`src/common/mcrs_pkg.sv`:
```
// Package for memory clock ratio select constants and types
package mcrs_pkg;
	localparam int SEL_LSB = 10;
	localparam int SEL_MSB = 11;
	localparam logic [1:0] SEL_RESET = 2'h0;
	localparam logic [1:0] BUS_00 = 2'h0;
	localparam logic [1:0] BUS_01 = 2'h1;
	localparam logic [1:0] BUS_10 = 2'h2;
	localparam logic [1:0] SEL_00 = 2'h0;
	localparam logic [1:0] SEL_01 = 2'h1;
	localparam logic [1:0] SEL_10 = 2'h2;
	// Memory rates in MHz; the 333 grade actually runs at 320 on the fastest bus
	localparam logic [9:0] RATE_NONE = 10'h000;
	localparam logic [9:0] RATE_266 = 10'h10A;
	localparam logic [9:0] RATE_333 = 10'h14D;
	localparam logic [9:0] RATE_320 = 10'h140;
	localparam logic [9:0] RATE_400 = 10'h190;
	typedef enum logic [2:0] {
		MCRS_RATE_RSVD,
		MCRS_RATE_266,
		MCRS_RATE_333,
		MCRS_RATE_320,
		MCRS_RATE_400
	} mcrs_rate_t;
endpackage

```
`src/logic/mcrs_ratio_select.sv`:
```
// Memory clock ratio selection with synchronization-gated apply
// Functional notes
// - Two-bit read/write speed select, bits 11:10, reset 00
// - Bus 00/sel 01, bus 01/sel 00: 266 MHz
// - Bus 01 with select 01: 333 MHz
// - Bus 10 with select 01: 320 MHz
// - Bus 10 with select 10: 400 MHz; else reserved
// - Memory I/O clock is double memory clock
// - New select applies only after sync sequence
`timescale 1ns/1ps
`default_nettype none
module mcrs_ratio_select (
	input wire logic sys_clk_i,
	input wire logic rst_b_i,
	input wire logic cfg_wr_i,
	input wire logic [15:0] cfg_wdata_i,
	input wire logic [1:0] host_bus_speed_indication_i,
	input wire logic sync_done_i,
	output logic [1:0] memory_speed_select_o,
	output logic [1:0] applied_select_o,
	output logic [9:0] mem_clk_mhz_o,
	output logic [10:0] mem_io_clk_mhz_o,
	output logic [2:0] rate_code_o,
	output logic rate_reserved_o,
	output logic apply_pending_o
);
	logic [1:0] bus_meta_reg;
	logic [1:0] bus_sync_reg;
	logic [1:0] bus_prev_reg;
	logic [1:0] bus_word_reg;
	logic done_meta_reg;
	logic done_sync_reg;
	logic [1:0] sel_reg;
	logic [1:0] applied_reg;
	logic pending_reg;
	logic [9:0] rate_next;
	mcrs_pkg::mcrs_rate_t code_next;

	// Strap-like bus indication and sync completion come from outside
	always_ff @(posedge sys_clk_i) begin
		if (!rst_b_i) begin
			bus_meta_reg <= 2'h0;
			bus_sync_reg <= 2'h0;
			done_meta_reg <= 1'b0;
			done_sync_reg <= 1'b0;
		end else begin
			bus_meta_reg <= host_bus_speed_indication_i;
			bus_sync_reg <= bus_meta_reg;
			done_meta_reg <= sync_done_i;
			done_sync_reg <= done_meta_reg;
		end
	end

	// Word taken only when two samples agree, so bit skew cannot flash a stray ratio
	always_ff @(posedge sys_clk_i) begin
		if (!rst_b_i) begin
			bus_prev_reg <= mcrs_pkg::BUS_00;
			bus_word_reg <= mcrs_pkg::BUS_00;
		end else begin
			bus_prev_reg <= bus_sync_reg;
			if (bus_sync_reg == bus_prev_reg) begin
				bus_word_reg <= bus_sync_reg;
			end
		end
	end

	always_ff @(posedge sys_clk_i) begin
		if (!rst_b_i) begin
			sel_reg <= mcrs_pkg::SEL_RESET;
		end else if (cfg_wr_i) begin
			sel_reg <= cfg_wdata_i[mcrs_pkg::SEL_MSB:mcrs_pkg::SEL_LSB];
		end
	end

	// Write wins over a completion in the same cycle: it needs its own sync
	always_ff @(posedge sys_clk_i) begin
		if (!rst_b_i) begin
			applied_reg <= mcrs_pkg::SEL_RESET;
			pending_reg <= 1'b0;
		end else if (cfg_wr_i) begin
			pending_reg <= 1'b1;
		end else if (pending_reg && done_sync_reg) begin
			applied_reg <= sel_reg;
			pending_reg <= 1'b0;
		end
	end

	function automatic mcrs_pkg::mcrs_rate_t rate_of(input logic [1:0] bus, input logic [1:0] sel);
		mcrs_pkg::mcrs_rate_t r;
		r = mcrs_pkg::MCRS_RATE_RSVD;
		if ((bus == mcrs_pkg::BUS_00 && sel == mcrs_pkg::SEL_01) ||
			(bus == mcrs_pkg::BUS_01 && sel == mcrs_pkg::SEL_00)) begin
			r = mcrs_pkg::MCRS_RATE_266;
		end else if (bus == mcrs_pkg::BUS_01 && sel == mcrs_pkg::SEL_01) begin
			r = mcrs_pkg::MCRS_RATE_333;
		end else if (bus == mcrs_pkg::BUS_10 && sel == mcrs_pkg::SEL_01) begin
			r = mcrs_pkg::MCRS_RATE_320;
		end else if (bus == mcrs_pkg::BUS_10 && sel == mcrs_pkg::SEL_10) begin
			r = mcrs_pkg::MCRS_RATE_400;
		end
		return r;
	endfunction

	always_comb begin
		code_next = rate_of(bus_word_reg, applied_reg);
		case (code_next)
			mcrs_pkg::MCRS_RATE_266: rate_next = mcrs_pkg::RATE_266;
			mcrs_pkg::MCRS_RATE_333: rate_next = mcrs_pkg::RATE_333;
			mcrs_pkg::MCRS_RATE_320: rate_next = mcrs_pkg::RATE_320;
			mcrs_pkg::MCRS_RATE_400: rate_next = mcrs_pkg::RATE_400;
			default: rate_next = mcrs_pkg::RATE_NONE;
		endcase
	end

	// Reserved pairs report zero rate; behaviour there is not to be relied on
	always_ff @(posedge sys_clk_i) begin
		if (!rst_b_i) begin
			mem_clk_mhz_o <= mcrs_pkg::RATE_NONE;
			mem_io_clk_mhz_o <= 11'h000;
			rate_code_o <= 3'h0;
			rate_reserved_o <= 1'b1;
			memory_speed_select_o <= mcrs_pkg::SEL_RESET;
			applied_select_o <= mcrs_pkg::SEL_RESET;
			apply_pending_o <= 1'b0;
		end else begin
			mem_clk_mhz_o <= rate_next;
			mem_io_clk_mhz_o <= {rate_next, 1'b0};
			rate_code_o <= code_next;
			rate_reserved_o <= (code_next == mcrs_pkg::MCRS_RATE_RSVD);
			memory_speed_select_o <= sel_reg;
			applied_select_o <= applied_reg;
			apply_pending_o <= pending_reg;
		end
	end
endmodule
`default_nettype wire

```
`config.mk`:
```
export PLATFORM = sky130hd
export DESIGN_NAME = mcrs_ratio_select
export DESIGN_NICKNAME = d
export VERILOG_FILES = /design/src/common/mcrs_pkg.sv /design/src/logic/mcrs_ratio_select.sv
export SDC_FILE = /design/constraint.sdc
export NUM_CORES = 1
export LEC_CHECK = 0
export ABC_AREA = 1
export BUFFER_PORTS_ARGS = -buffer_cell sky130_fd_sc_hd__buf_2
export CAP_MARGIN = 5
export CORE_MARGIN = 8
export CORE_UTILIZATION = 50
export CTS_BUF_LIST = sky130_fd_sc_hd__clkbuf_2
export DETAILED_ROUTE_END_ITERATION = 16
export GPL_ROUTABILITY_DRIVEN = 0
export PLACE_DENSITY = 0.95
export SYNTH_ARGS = -nofsm -noshare
export SYNTH_HDL_FRONTEND = slang
export SYNTH_SLANG_ARGS = --single-unit
```
`constraint.sdc`:
```
create_clock -name sys_clk_i -period 2 [get_ports sys_clk_i]
set_clock_uncertainty 0.2 [all_clocks]
set_input_delay 0 -clock sys_clk_i [delete_from_list [all_inputs] [get_ports sys_clk_i]]
set_output_delay 0 -clock sys_clk_i [all_outputs]
set_load 0.02 [all_outputs]
```
Word level (Yosys, flattened, before mapping)
Index checks and enable logic that the tools add are counted.
Word-level totals
  word-level logic and storage cells: 45
  bits in registers: 35
  output and inout bits: 30
Cells by class
  eq/ne operators: 9
  reductions and logical operators: 12
  bitwise gates (word level): 1
  multiplexer cells: 7
Operators with widths (number)
  9-bit case mux with 4 select lines: 1
  3-bit 2-to-1 mux: 4
  3-bit by 2-bit == test with 1-bit output (second input constant): 2
  1-bit logical AND: 6
  2-bit by 1-bit == test with 1-bit output (second input constant): 2
  2-bit == test (second input constant): 2
  2-bit logical NOT: 2
  3-bit by 1-bit == test with 1-bit output (second input constant): 1
  3-bit == test (second input constant): 1
  3-bit logical NOT: 1
  2-bit == test: 1
  1-bit 2-to-1 mux: 2
  2-bit AND reduction: 1
  2-bit nonzero test: 1
  1-bit logical OR: 1
  1-bit inverter: 1

Logic depth before layout (Yosys ltp)
  depth in word-level cells: 8
  gate-level depth with buffers: 6
  gate-level depth less buffers: 6

Worst setup path after synthesis
Ideal clock, no wire load.
  kind: register to register
  from: register bus_word_reg[1]
  to: register rate_reserved_o
  buffers on the path: 0
  cell stages (with the launch flop): 6
  path slack: 958 ps
  arrival time: 722 ps
  required time: 1681 ps
  library setup time: 119 ps
  cell sequence: dfxtp_1 inv_1 nor2_2 nand3_2 nand3_1 nand2_2
Between the ends
  longest elaborated chain between the ends: 7
  elaborated cells on any way between the ends: 14
Ends and longest elaborated chain
  start: declaration: line mcrs_ratio_select.sv:30  | logic [1:0] bus_word_reg;
  start signal: assignment: line mcrs_ratio_select.sv:58  | bus_word_reg <= mcrs_pkg::BUS_00;
  start signal: assignment: line mcrs_ratio_select.sv:62  | bus_word_reg <= bus_sync_reg;
  2-bit == test: line mcrs_ratio_select.sv:96, mcrs_ratio_select.sv:98
  1-bit logical AND: line mcrs_ratio_select.sv:98  | end else if (bus == mcrs_pkg::BUS_10 && sel == mcrs_pkg::SEL_10) begin
  3-bit 2-to-1 mux: line mcrs_ratio_select.sv:98
  3-bit 2-to-1 mux: line mcrs_ratio_select.sv:96  | end else if (bus == mcrs_pkg::BUS_10 && sel == mcrs_pkg::SEL_01) begin
  3-bit 2-to-1 mux: line mcrs_ratio_select.sv:94  | end else if (bus == mcrs_pkg::BUS_01 && sel == mcrs_pkg::SEL_01) begin
  3-bit 2-to-1 mux (*): line mcrs_ratio_select.sv:91  | if ((bus == mcrs_pkg::BUS_00 && sel == mcrs_pkg::SEL_01) ||
  3-bit logical NOT (*): line mcrs_ratio_select.sv:129  | rate_reserved_o <= (code_next == mcrs_pkg::MCRS_RATE_RSVD);
  end signal: assignment: line mcrs_ratio_select.sv:129
  end: declaration: line mcrs_ratio_select.sv:24  | output logic rate_reserved_o,
Every way passes the cells marked *; elsewhere a longest branch is shown, timed or not.
A chain may end at the register's enable or synchronous reset.

==> reports/results.tsv <==
metric	value	unit
FF-to-FF End	sel_reg[0]$_SDFFE_PN0P_	
H-tree depth	2	
post-synth top area share	0.558	
reg2reg path depth	5	
EDFF count, synth	0	
fin crit share	0.977	
pin count of the biggest net entering global routing	15	
mean post-synth cell area	8.34	sq um
initial DRC count	24	
Tmin final	1950	ps
Hold/Removal Path Class	reg -> reg	
Mapped Area	1080	sq um
number of global-route vias before repair	901	
instance count on the critical path	7	
Area Growth Syn to Fin	23.7	%
initial antenna violation count	1	
placement row count	16	
synth top area cells	dfxtp_1 (56%), buf_4 (11%), nand2_1 (9.4%)	
Yosys warnings	0	
Port Buffer Count	32	
post-DP HPWL	1.47	mm
RSZ-0062 raised after global routing	false	
CTS buffer count	5	
worst-margin pin slew	500	ps
io pins	52	
most common cell in the synthesized netlist	dfxtp_1	
crit path launch	rst_b_i	
Static Leakage	0.000767	uW
Initial Utilization	0.538	
Die Height	62.4	um
setup_tns	0	ps
Root Buffer	clkbuf_2	
fraction of layout cells with a size suffix above 1	0.268	
Fin. Hold Viols	0	
Setup crit start kind	primary input	
pre-CTS setup slack	857	ps
# DRC	0	
CP arrival	2050	ps
max reg flops	6	
Max Cap Viol	0	
r2r startpoint	sel_reg[0]$_SDFFE_PN0P_	
Slowest cell on crit path	dlygate4sd3_1	
Worst Hold Depth	2	
crit-path cells	buf_2, dlygate4sd3_1, nand2_1, nand2_1, o21ai_0, dlygate4sd3_1, inv_1	
Worst VDD drop	0.447	mV
Routed WL	2.28	mm
Slew Viols, Final	0	
Die W	62.4	um
Yosys top cell by area	dfxtp_1	
DRT Pass-1 Iters	4	
slew margin rel.	0.666	
Post-Layout Cell Count	196	
routed vias	883	
WS Path Type	in -> reg	
full die area	3890	sq um
FF+latch count, synth	30	
Biggest register	mem_io_clk_mhz_o	
post-route setup slack	45.7	ps
total gr overflow	0	
WP buf/inv	4	
highest clock rate	512	MHz
flop2flop setup slack	450	ps
registers with the most flip-flops	mem_io_clk_mhz_o x6, rate_code_o x3	
DRT antenna net count	0	
Clock Pin Slew Worst Setup and Hold Paths	140	ps
Critical Path End Type	register	
Pwr Total	956	uW
Avg WL per Cell	11.6	um
via/cell ratio	4.51	
ys async rst share	0	
Pwr per Cell Area	718	nW/um^2
worst setup path endpoint	sel_reg[0]$_SDFFE_PN0P_	
Mapped Cells	129	
Clock Path Buffers	2	
Synth top cells by count	dfxtp_1 (30), nand2_1 (27), inv_1 (25)	
Req. time, crit path	2090	ps
main flop type after synthesis	dfxtp_1	
outcome	completed	
# setup viols final	0	
Top delay family on crit path	buffers and inverters	
Worst Hold Slack	236	ps
CTS sink count	30	
clk_lat worst skew	330	ps
first-pass GRT wire length	3.80	mm
crit path max fanout	14	
placed cell count	175	
max incr delay on CP	880	ps
gr usage total	0.122	
core area	2000	sq um
fin nets	191	
sequential cell area fraction in the yosys report	0.558	
post-synth cell types	16	
CTS tree	yes	
==> worst min-delay path, stage by stage, from the launching register on <==
cell and delay [ps]:
dfxtp_1 320, nand2_1 50, inv_1 40
==> worst min path at each step <==
| stage | start | endpoint | slack [ps] |
|---|---|---|---|
| 3_3_place_gp | host_bus_speed_indication_i[0] | bus_meta_reg[0]$_SDFF_PN0_ | -30 |
| 6_report | done_meta_reg$_SDFF_PN0_ | done_sync_reg$_SDFF_PN0_ | 240 |
| 4_1_cts | bus_meta_reg[0]$_SDFF_PN0_ | bus_sync_reg[0]$_SDFF_PN0_ | 240 |
| 5_1_grt | rst_b_i | done_meta_reg$_SDFF_PN0_ | 240 |
| 2_1_floorplan | host_bus_speed_indication_i[0] | bus_meta_reg[0]$_SDFF_PN0_ | -110 |
| 3_5_place_dp | host_bus_speed_indication_i[0] | bus_meta_reg[0]$_SDFF_PN0_ | -10 |
==> per-layer routing <==
layer / wire length (um) / track usage / part of all wire / vias to the layer above
met3: 287 / 0.0735 / 0.13 / 14
met2: 1120 / 0.206 / 0.49 / 45
li1: - / - / - / 440
met5: 0 / 0 / 0 / -
met1: 759 / 0.103 / 0.33 / 384
met4: 109 / 0.0912 / 0.048 / 0
==> layout by cell type, fill, tap and decap left out, drive strengths merged <==
cell type / synthesis / routed
a21oi: 6 / 6
buf: 17 / 32
clkbuf: 0 / 5
clkinv: 0 / 1
conb: 1 / 5
dfxtp: 30 / 30
diode: 0 / 1
dlygate4sd3: 0 / 14
inv: 27 / 27
nand2: 29 / 29
nand3: 6 / 6
nor2: 6 / 6
o21ai: 7 / 7
==> cells by family (layout without fill, tap and decap cells) <==
family / count (synthesis) / after routing / share of synthesized area
buf+inv: 44 / 79 / 0.210
other cells: 1 / 6 / 0.00349
simple gates: 41 / 41 / 0.164
compound gates: 13 / 13 / 0.0639
flops: 30 / 30 / 0.558
==> through the flow <==
stage	util	instance area (sq um)
after floorplan	-	1090
after global placement	0.579	1160
after detailed placement	0.579	1160
after global routing	0.665	1330
final	0.665	1330
after CTS	0.664	1330
==> power by group <==
group | leakage, uW | switching [uW] | internal (uW)
registers | 0.000245 | 8.81 | 616
logic | 0.000500 | 52.2 | 38.9
clock network | 0.0000223 | 171 | 69.6
==> final cells by class <==
class | count | area (sq um)
Fill cell | 171 | 671
Clock inverter | 1 | 3.75
Clock buffer | 5 | 25.0
Tap cell | 27 | 33.8
Timing Repair Buffer | 46 | 300
Inverter | 27 | 101
Antenna cell | 1 | 2.50
Multi-Input combinational cell | 59 | 264
Sequential cell | 30 | 601
==> repair_timing <==
item,4_1_cts,5_1_grt
hold buffers,14,0
resized for setup,0,0
setup buffers,0,0
endpoints found under the hold margin,29,0
(Power assumes the default switching activity.)
